$ cat src/rtl/dgc_pkg.sv
// constants for the digitizer interrupt and acquisition register bank
package dgc_pkg;
  // register byte offsets
  localparam logic [7:0] OFS_ICFG = 8'h08;
  localparam logic [7:0] OFS_ICTL = 8'h0c;
  localparam logic [7:0] OFS_ACQ = 8'h10;
  localparam logic [7:0] OFS_SDLY = 8'h14;
  localparam logic [7:0] OFS_PDLY = 8'h18;
  localparam logic [7:0] OFS_RESET = 8'h20;
  // interrupt control fields
  localparam int ICTL_STAT_LSB = 28;
  localparam int ICTL_BUSIRQ = 27;
  localparam int ICTL_INTIRQ = 26;
  localparam int ICTL_DIS_LSB = 16;
  localparam int ICTL_EN_LSB = 0;
  localparam logic [31:0] ICTL_RESET = 32'h00000000;
  // interrupt configuration fields
  localparam int ICFG_MODE = 12;
  localparam int ICFG_GEN = 11;
  localparam int ICFG_LVL_LSB = 8;
  localparam logic [12:0] ICFG_RESET = 13'h0000;
  // acquisition set/clear layout
  localparam int ACQ_CLR_OFS = 16;
  localparam int ACQ_CLK_LSB = 12;
  localparam int ACQ_GATE = 10;
  localparam int ACQ_BPSS = 9;
  localparam int ACQ_FPSS = 8;
  localparam int ACQ_SDLY = 7;
  localparam int ACQ_PDLY = 6;
  localparam int ACQ_MULTI = 5;
  localparam int ACQ_AUTO = 4;
  localparam int ACQ_ARM2 = 1;
  localparam int ACQ_ARM1 = 0;
  localparam int ACQ_BUSY = 16;
  localparam logic [15:0] ACQ_IMPL = 16'h77f3;
  localparam logic [15:0] ACQ_RESET = 16'h0000;
  // extra clocks added to each external delay
  localparam logic [16:0] DLY_EXTRA = 17'h00002;
  // interrupt source indices
  localparam int SRC_EVENT = 0;
  localparam int SRC_BANK = 1;
  localparam int SRC_USER = 3;
endpackage

$ cat src/rtl/dgc_edge_delay.sv
// delays an edge pulse by a programmed count plus a fixed extra
`timescale 1ns/1ps
`default_nettype none
module dgc_edge_delay (
  // clock and reset
  input wire logic clk,
  input wire logic rst,
  // control
  input wire logic enable,
  input wire logic [15:0] delayVal,
  // edge pulse in and out
  input wire logic edgeIn,
  output logic edgeOut
);
  logic [16:0] cnt_ff, nxt_cnt;
  logic busy_ff, nxt_busy;
  logic out_ff, nxt_out;

  always_comb begin
    nxt_cnt = cnt_ff;
    nxt_busy = busy_ff;
    nxt_out = 1'b0;
    if (!enable) begin
      nxt_busy = 1'b0;
      nxt_out = edgeIn;
    end else if (busy_ff) begin
      if (cnt_ff <= 17'h00001) begin
        nxt_busy = 1'b0;
        nxt_out = 1'b1;
      end else begin
        nxt_cnt = cnt_ff - 17'h00001;
      end
    end else if (edgeIn) begin
      // value plus two clocks in total
      nxt_cnt = {1'b0, delayVal} + dgc_pkg::DLY_EXTRA - 17'h00001;
      nxt_busy = 1'b1;
    end
  end

  always_ff @(posedge clk) begin
    if (rst) begin
      cnt_ff <= 17'h00000;
      busy_ff <= 1'b0;
      out_ff <= 1'b0;
    end else begin
      cnt_ff <= nxt_cnt;
      busy_ff <= nxt_busy;
      out_ff <= nxt_out;
    end
  end

  assign edgeOut = out_ff;
endmodule
`default_nettype wire

$ cat src/rtl/dgc_regs.sv
// interrupt control and acquisition control register bank
// Behaviour
// - four interrupt sources, source two never fires
// - status bits 31..26 report pending and irq
// - ones at bits 19..16 disable sources
// - ones at bits 3..0 enable, read back
// - interrupt control reads zero after reset
// - acquisition register is set/clear pair
// - clock source set 14..12, clear 30..28
// - clock codes pick internal rates or external
// - gate mode set bit 10, clear 26
// - start/stop logic bits 9/25 and 8/24
// - start/stop delay enables bits 7/23, 6/22
// - multi event set bit 5, clear 21
// - disarm at event end (single) or bank end (multi event)
// - autostart bit 4/20, only in multi event
// - bank arm bits 0,1; disarm 16,17
// - bit 16 reads busy flag
// - write to reset key resets everything but the read data register
// - release on access or on acknowledge
// - global enable, level and vector fields
// - delay edges by register value plus two
`timescale 1ns/1ps
`default_nettype none
module dgc_regs (
  // clock and reset
  input wire logic clk,
  input wire logic rst,
  // register port
  input wire logic regWr,
  input wire logic regRd,
  input wire logic [7:0] regAddr,
  input wire logic [31:0] regWdata,
  output logic [31:0] regRdata,
  // interrupt request and acknowledge
  input wire logic irqAck,
  output logic irqReq,
  output logic [2:0] irqLevel,
  output logic [7:0] irqVector,
  // acquisition events
  input wire logic eventEnd,
  input wire logic bankEnd,
  input wire logic userIn,
  input wire logic adcBusy,
  input wire logic extStart,
  input wire logic extStop,
  // acquisition controls
  output logic [2:0] clockSource,
  output logic gateMode,
  output logic backplaneStartStop,
  output logic frontStartStop,
  output logic multiEvent,
  output logic autoStart,
  output logic [1:0] bankArm,
  output logic startOut,
  output logic stopOut
);
  logic [3:0] irqEn_ff, nxt_irqEn;
  logic [3:0] irqPend_ff, nxt_irqPend;
  logic [12:0] icfg_ff, nxt_icfg;
  logic [15:0] acq_ff, nxt_acq;
  logic [15:0] sdly_ff, nxt_sdly;
  logic [15:0] pdly_ff, nxt_pdly;
  logic [31:0] rdata_ff, nxt_rdata;
  logic [3:0] srcHit;
  logic [3:0] active;
  logic anyActive;
  logic keyReset;

  function automatic logic wrAt(input logic [7:0] ofs);
    wrAt = regWr && (regAddr == ofs);
  endfunction

  // module reset key
  // key resets all but the read data register
  assign keyReset = wrAt(dgc_pkg::OFS_RESET);

  assign srcHit = {userIn, 1'b0, bankEnd, eventEnd};
  assign active = irqPend_ff & irqEn_ff;
  assign anyActive = |active;

  // interrupt state
  always_comb begin
    nxt_irqEn = irqEn_ff;
    nxt_irqPend = irqPend_ff;
    nxt_icfg = icfg_ff;
    if (wrAt(dgc_pkg::OFS_ICFG)) begin
      nxt_icfg = regWdata[12:0];
    end
    if (wrAt(dgc_pkg::OFS_ICTL)) begin
      nxt_irqEn = nxt_irqEn | regWdata[dgc_pkg::ICTL_EN_LSB +: 4];
      nxt_irqEn = nxt_irqEn & ~regWdata[dgc_pkg::ICTL_DIS_LSB +: 4];
      nxt_irqPend = nxt_irqPend & ~regWdata[dgc_pkg::ICTL_DIS_LSB +: 4];
    end
    if (irqAck && icfg_ff[dgc_pkg::ICFG_MODE]) begin
      nxt_irqPend = nxt_irqPend & ~active;
      nxt_irqEn = nxt_irqEn & ~active;
    end
    // new events win over clears
    nxt_irqPend = nxt_irqPend | srcHit;
  end

  always_ff @(posedge clk) begin
    if (rst || keyReset) begin
      irqEn_ff <= 4'h0;
      irqPend_ff <= 4'h0;
      icfg_ff <= dgc_pkg::ICFG_RESET;
    end else begin
      irqEn_ff <= nxt_irqEn;
      irqPend_ff <= nxt_irqPend;
      icfg_ff <= nxt_icfg;
    end
  end

  // acquisition state
  always_comb begin
    nxt_acq = acq_ff;
    nxt_sdly = sdly_ff;
    nxt_pdly = pdly_ff;
    if (wrAt(dgc_pkg::OFS_ACQ)) begin
      nxt_acq = nxt_acq | (regWdata[15:0] & dgc_pkg::ACQ_IMPL);
      nxt_acq = nxt_acq & ~regWdata[31:16];
    end
    if (wrAt(dgc_pkg::OFS_SDLY)) begin
      nxt_sdly = regWdata[15:0];
    end
    if (wrAt(dgc_pkg::OFS_PDLY)) begin
      nxt_pdly = regWdata[15:0];
    end
    if (acq_ff[dgc_pkg::ACQ_MULTI] ? bankEnd : eventEnd) begin
      nxt_acq[dgc_pkg::ACQ_ARM2:dgc_pkg::ACQ_ARM1] = 2'b00;
    end
  end

  always_ff @(posedge clk) begin
    if (rst || keyReset) begin
      acq_ff <= dgc_pkg::ACQ_RESET;
      sdly_ff <= 16'h0000;
      pdly_ff <= 16'h0000;
    end else begin
      acq_ff <= nxt_acq;
      sdly_ff <= nxt_sdly;
      pdly_ff <= nxt_pdly;
    end
  end

  // read data
  always_comb begin
    nxt_rdata = rdata_ff;
    if (regRd) begin
      if (regAddr == dgc_pkg::OFS_ICTL) begin
        nxt_rdata = 32'h00000000;
        nxt_rdata[dgc_pkg::ICTL_STAT_LSB +: 4] = irqPend_ff;
        nxt_rdata[dgc_pkg::ICTL_BUSIRQ] =
          anyActive & icfg_ff[dgc_pkg::ICFG_GEN];
        nxt_rdata[dgc_pkg::ICTL_INTIRQ] = anyActive;
        nxt_rdata[dgc_pkg::ICTL_EN_LSB +: 4] = irqEn_ff;
      end else if (regAddr == dgc_pkg::OFS_ICFG) begin
        nxt_rdata = {19'h00000, icfg_ff};
      end else if (regAddr == dgc_pkg::OFS_ACQ) begin
        nxt_rdata = {16'h0000, acq_ff};
        nxt_rdata[dgc_pkg::ACQ_BUSY] = adcBusy;
      end else if (regAddr == dgc_pkg::OFS_SDLY) begin
        nxt_rdata = {16'h0000, sdly_ff};
      end else if (regAddr == dgc_pkg::OFS_PDLY) begin
        nxt_rdata = {16'h0000, pdly_ff};
      end else begin
        nxt_rdata = 32'h00000000;
      end
    end
  end

  always_ff @(posedge clk) begin
    if (rst) begin
      rdata_ff <= 32'h00000000;
    end else begin
      rdata_ff <= nxt_rdata;
    end
  end

  dgc_edge_delay uStartDly (
    .clk(clk),
    .rst(rst || keyReset),
    .enable(acq_ff[dgc_pkg::ACQ_SDLY]),
    .delayVal(sdly_ff),
    .edgeIn(extStart),
    .edgeOut(startOut)
  );

  dgc_edge_delay uStopDly (
    .clk(clk),
    .rst(rst || keyReset),
    .enable(acq_ff[dgc_pkg::ACQ_PDLY]),
    .delayVal(pdly_ff),
    .edgeIn(extStop),
    .edgeOut(stopOut)
  );

  assign regRdata = rdata_ff;
  assign irqReq = anyActive & icfg_ff[dgc_pkg::ICFG_GEN];
  assign irqLevel = icfg_ff[dgc_pkg::ICFG_LVL_LSB +: 3];
  assign irqVector = icfg_ff[7:0];
  assign clockSource = acq_ff[dgc_pkg::ACQ_CLK_LSB +: 3];
  assign gateMode = acq_ff[dgc_pkg::ACQ_GATE];
  assign backplaneStartStop = acq_ff[dgc_pkg::ACQ_BPSS];
  assign frontStartStop = acq_ff[dgc_pkg::ACQ_FPSS];
  assign multiEvent = acq_ff[dgc_pkg::ACQ_MULTI];
  assign autoStart = acq_ff[dgc_pkg::ACQ_AUTO] & acq_ff[dgc_pkg::ACQ_MULTI];
  assign bankArm = acq_ff[dgc_pkg::ACQ_ARM2:dgc_pkg::ACQ_ARM1];
endmodule
`default_nettype wire

$ cat config.mk
export PLATFORM = sky130hd
export DESIGN_NAME = dgc_regs
export DESIGN_NICKNAME = d
export VERILOG_FILES = /design/src/rtl/dgc_pkg.sv /design/src/rtl/dgc_edge_delay.sv /design/src/rtl/dgc_regs.sv
export SDC_FILE = /design/constraint.sdc
export NUM_CORES = 1
export LEC_CHECK = 0
export ABC_AREA = 1
export ABC_CLOCK_PERIOD_IN_PS = 1760
export BUFFER_PORTS_ARGS = -buffer_cell sky130_fd_sc_hd__buf_2
export CAP_MARGIN = 0
export CORE_MARGIN = 2
export CORE_UTILIZATION = 58
export CTS_BUF_LIST = sky130_fd_sc_hd__clkbuf_8
export CTS_CLUSTER_SIZE = 8
export DETAILED_ROUTE_END_ITERATION = 6
export PLACE_DENSITY_LB_ADDON = 0.08
export SLEW_MARGIN = 15
export SYNTH_ARGS = -nofsm -noshare
export SYNTH_HDL_FRONTEND = slang
export SYNTH_SLANG_ARGS = --single-unit
$ cat constraint.sdc
create_clock -name clk -period 1.76 [get_ports clk]
set_input_delay 0.176 -clock clk [delete_from_list [all_inputs] [get_ports clk]]
set_output_delay 0.176 -clock clk [all_outputs]
set_load 0.03 [all_outputs]
# == Word-level counts from Yosys, hierarchy flattened ==
# Cells that the tools add are included.
# Widths: inputs -> output; s select.
# totals
ff_bits,139
input_bits,51
out_inout_bits,56
wordCells,90
# op_classes
addsub,6
n_lt_le_gt_ge,2
eq_ne,8
mux,28
bitwise_logic,16
n_reduce_logical,16
# op_table
operator,n
$mux 17,8
$sub 17x1->17 const B,4
$add 16x2->17 const B,2
$le 17x1->1 const B,2
$mux 16,2
$mux 32,1
$eq 8x5->1 const B,3
$and 4x4->4,5
$and 16x16->16,1
$eq 8x4->1 const B,2
$mux 4,4
$not 16->16,1
$or 16x15->16,1
$mux 1,13
$eq 8x6->1 const B,1
$not 4->4,2
$or 4x4->4,2
$logic_and 1x1->1,7
$reduce_and 3->1,2
$reduce_or 2->1,3
$ne 2x2->1 const B,2
$reduce_bool 2->1,2
$reduce_or 4->1,1
$and 1x1->1,2
other kinds (2),3

# == Depth between registers and ports, before layout ==
# depth
ltp_word,6
mapped_depth,12
ltp_nobuf,12

# == By module ==
# Synthesis repeated with hierarchy kept, for this count alone.
# hier_totals
cells_unflattened,1266
area_unflattened_um2,7882.6
# modules_own_cells
mod,n_inst,cells_each,area_each_um2,seq_area_each_um2
dgc_regs,1,576,4234.1,1841.8
dgc_edge_delay,2,345,1824.2,380.4

# == Worst setup path before layout ==
# No wires, ideal clock.
# synth_timing
path_kind,flip-flop to flip-flop
startpoint,register pdly_ff[1]
endpoint,register uStopDly.cnt_ff[12]
setup_time_ps,64
arrival_ps,1439
t_required_ps,1696
path_slack_ps,257
path_stages_with_launch,10
n_path_buf,0
period_less_slack_ps,1503
path_cell_list,dfxtp_1 -> ha_1 -> nand3_1 -> nor2_1 -> nand2_1 -> nor2_1 -> nand2_1 -> a21oi_1 -> nor2_1 -> nor2_1
# synth_between
elab_chain_cells,4
# synth_rtl
element,line_no,rtl
start: declaration,dgc_regs.sv:63,"logic [15:0] pdly_ff, nxt_pdly;"
start signal: assignment,dgc_regs.sv:143,pdly_ff <= nxt_pdly;
$add 16x2->17,dgc_edge_delay.sv:35,"nxt_cnt = {1'b0, delayVal} + dgc_pkg::DLY_EXTRA - 17'h00001;"
$sub 17x1->17,dgc_edge_delay.sv:35,
$mux 17,dgc_edge_delay.sv:33,end else if (edgeIn) begin
$mux 17,dgc_edge_delay.sv:26,end else if (busy_ff) begin
end signal: assignment,dgc_edge_delay.sv:46,cnt_ff <= nxt_cnt;
end: declaration,dgc_edge_delay.sv:15,"logic [16:0] cnt_ff, nxt_cnt;"
# No other way between the ends. The select of a mux whose other input is x is not followed.
# A chain may end at the register's enable or synchronous reset.

# == Worst setup path after layout ==
# layout_timing
startpoint,register uStopDly.cnt_ff[0]
endpoint,register uStopDly.cnt_ff[4]
# layout_between
elab_chain_cells,3
elab_cells_between_ends,6
cone_classes,add/sub (1); order compare (1); eq/ne (1); mux (2); reduce/logical (1)
# layout_rtl
element,line_no
$le 17x1->1 / $sub 17x1->17 (equally long branches),"dgc_edge_delay.sv:27, dgc_edge_delay.sv:31"
$ne 2x2->1 (no line) / $mux 17 (equally long branches),-
$reduce_and 3->1 (no line) / $mux 17 (equally long branches),-
# Several ways; a longest one is shown, not always the timed one. The select of a mux whose other input is x is not followed.

==> summary.txt <==
Critical path
  – Critical path peak fanout: 6
  – Crit path kind: flip-flop to flip-flop
  – Critical Path AT: 2.01 ns
  – Crit start category: flip-flop
  – Crit. End Element: flip-flop
  – Required @ worst endpoint: between 2 and 2.5 ns

Yosys
  – Synth Instances: 1166
  – Post-synthesis sequential area ratio: about a third
  – Post-synth EDFFs: 0
  – Unique cell type count in the Yosys netlist: 36
  – Main synth FF type: dfxtp_1
  – Syn Area/Cell: ~6.4 um2
  – Ys async rst share: 0%
  – Syn Std Cell Area: between 7000 and 8000 um2
  – Synth Warn #: 0
  – #FFs+latches synth: 130

Floorplan
  – Die width: ~120 um
  – Starting density of the core: 59.17%
  – Die area: 13740 um2
  – # rows: 41
  – Die height: ~120 um
  – CORE AREA: 12570 um2
  – I/O Pins: ~110

Layout
  – Commonest non-fill, non-tap cells in the layout: 356 x nand2_1, 137 x nor2_1, 128 x dfxtp_1
  – P&R area growth vs syn: 17.50%
  – Ant. Diodes: 0
  – Final Non-Filler Cells: ~1500
  – # nets final: 1337
  – Share of cells above drive strength 1: roughly 17%
  – Final instance area: around 9000 um2
  – Leading cell type in the layout, fill and taps excluded: nand2_1

Clocking
  – Worst-path clk slew: 0.08 ns
  – CTS Buf Count: 17
  – CTS tree: yes
  – Clock Tree Buf Depth: 2
  – Clk_lat worst skew: 0.45 ns
  – Root Buffer: clkbuf_8
  – H-Tree Level Count: 4
  – Clk sinks: 130

Drt
  – Detailed Route Iter0 Violations: 1018
  – Pre-antenna DRT Iters: 6
  – Per-cell routed wire length: 14.97 um
  – WL final: 21.92 mm
  – Post-DRT Antenna Nets: 0
  – Remaining DRCs: 0
  – DR vias/cell: 5.426
  – DR vias: roughly 7900

Pwr
  – Clk pwr share: 45.3%
  – Pwr Density: 693.5 nW/um2
  – Pleak: approximately 3.9 nW
  – Net switching share of the total power: 24.97%
  – Switching pwr: 1.513 mW
  – Flop pwr share: 48.9%
  – Gate power share: 5.8%
  – Int Power: ~4.5 mW
  – VDD IR max: 465.8 uV

STA
  – Fin crit share: 94.27%
  – Final Max Tran Viols: 0
  – Final setup fails: 0
  – Tmin final: 1.659 ns
  – Final hold vios: 0
  – FMAX: 602.7 MHz
  – Setup TNS: 0 ns
  – RSZ-0062 raised after global routing: false
  – Skew final: 0.01325 ns

Worst hold path
  – Hold Path Class: input pin to flip-flop

Placement
  – GPL Wtd Cong: 0.9247
  – Cell Count Post-Placement: ~1400
  – DP HPWL: 16.04 mm
  – DP Area: 8080 um2
  – PortBufs: 97

Global route
  – Vias in the first global route: 6788
  – Total grt overflow: 0
  – Initial antenna violation count: 0
  – Total GRT Usage: between 30% and 40%
  – First-pass GRT wire length: 33.95 mm
  – Largest net degree at the start of global routing: 54

Job
  – Number of max-cap violations: 0

Run status
  – Outcome: finished, final reports clean
area by class of cell:
cell class	instances	area, um2
clock buffer	19	261.5
clock inverter	13	158.9
fill	1155	3830
inverter	105	396.6
multi-input combinational	874	4100
sequential	130	2605
tap	172	215.2
timing repair buffer	152	1001
power by group through the flow:
stage	Clock (mW)	Combinational [mW]	Sequential, mW
finish	2.74	0.350	2.97
global route	2.86	0.374	2.97
CTS	2.74	0.337	2.97
detailed placement	0	0.312	3.03
global placement	0	0.312	3.03
floorplan	0	0.166	3.05
critical path: stages, from the launching register on:
cell,delay [ns]
dfxtp_1,0.40
inv_2,0.09
ha_1,0.25
nand2_1,0.17
inv_1,0.11
or2_2,0.28
nand3_1,0.07
o21ai_0,0.08
nand2_1,0.07
nand2_1,0.04
logic make-up (layout without fill, tap and decap cells):
family | Yosys count | in the layout | synth area share, %
simple gates | 625 | 626 | 35.53
compound gates | 211 | 211 | 14.94
buf+inv | 171 | 289 | 10.88
flops | 130 | 130 | 34.99
xor+xnor | 22 | 22 | 2.591
fa+ha+maj | 6 | 6 | 1.009
other cells | 1 | 9 | 0.05042
layer usage:
metal | share of wire, % | GRT usage, % | up-vias | routed length [um]
li1 | - | - | 3941 | -
met1 | 45 | 44.67 | 3641 | 9905
met2 | 46 | 49.89 | 339 | 10160
met3 | 7.0 | 6.076 | 28 | 1535
met4 | 1.5 | 6.745 | 0 | 322
met5 | 0 | 0 | - | 0
sequential cells by signal (all words and copies together), names as in the netlist:
register and flops:
uStopDly.busy_ff 1, uStopDly.cnt_ff 17, uStartDly.edgeOut 1, uStartDly.cnt_ff 17
irqPend_ff 4, irqEn_ff 4, uStopDly.edgeOut 1, pdly_ff 16
regRdata 23, uStartDly.busy_ff 1, acq_ff 16, sdly_ff 16
icfg_ff 13
metrics by stage:
stage	total power, mW	hold WS, ns	setup slack (ns)	utilization [%]
final	6.060	0.01129	0.1008	69.53
after global routing	6.205	0.01303	0.002718	69.53
after CTS	6.047	0.0002277	0.07184	68.75
after detailed placement	3.347	0.3971	0.07990	64.29
after global placement	3.347	0.3899	0.09182	64.29
after floorplan	3.213	0.2738	0.2572	-
cell usage after synthesis, drive strengths merged (2+ instances only):
master / count / area, um2
a211oi: 3 / 22.52
xnor2: 4 / 35.03
o22ai: 2 / 12.51
nor2: 159 / 676.9
nor3: 8 / 40.04
ha: 6 / 75.07
buf: 48 / 345.3
or2: 3 / 18.77
nor4: 2 / 12.51
nand3: 72 / 387.9
a21oi: 115 / 594.3
nand2: 360 / 1361
dfxtp: 130 / 2603
nor3b: 10 / 75.07
xor2: 18 / 157.7
inv: 105 / 396.6
o211ai: 9 / 67.56
clkbuf: 18 / 67.56
o21ai: 80 / 400.4
nand4: 10 / 62.56
worst paths after layout:
path         slack (ns)                 end                from  depth (start not counted)
max                0.10  uStopDly.cnt_ff[4]  uStopDly.cnt_ff[0]                          9
min                0.01           acq_ff[8]        regWdata[24]                          3
max reg2reg        0.10  uStopDly.cnt_ff[4]  uStopDly.cnt_ff[0]                          9
min reg2reg        0.44          acq_ff[15]          acq_ff[15]                          2
timing repair:
item / in CTS / in global routing
endpoints found under the hold margin: 14 / 2
setup endpoints to repair: 0 / 31
setup buffers: 0 / 4
hold buffers: 14 / 2
resized for setup: 0 / 13
Note: power is estimated with default switching activity, not from simulation.
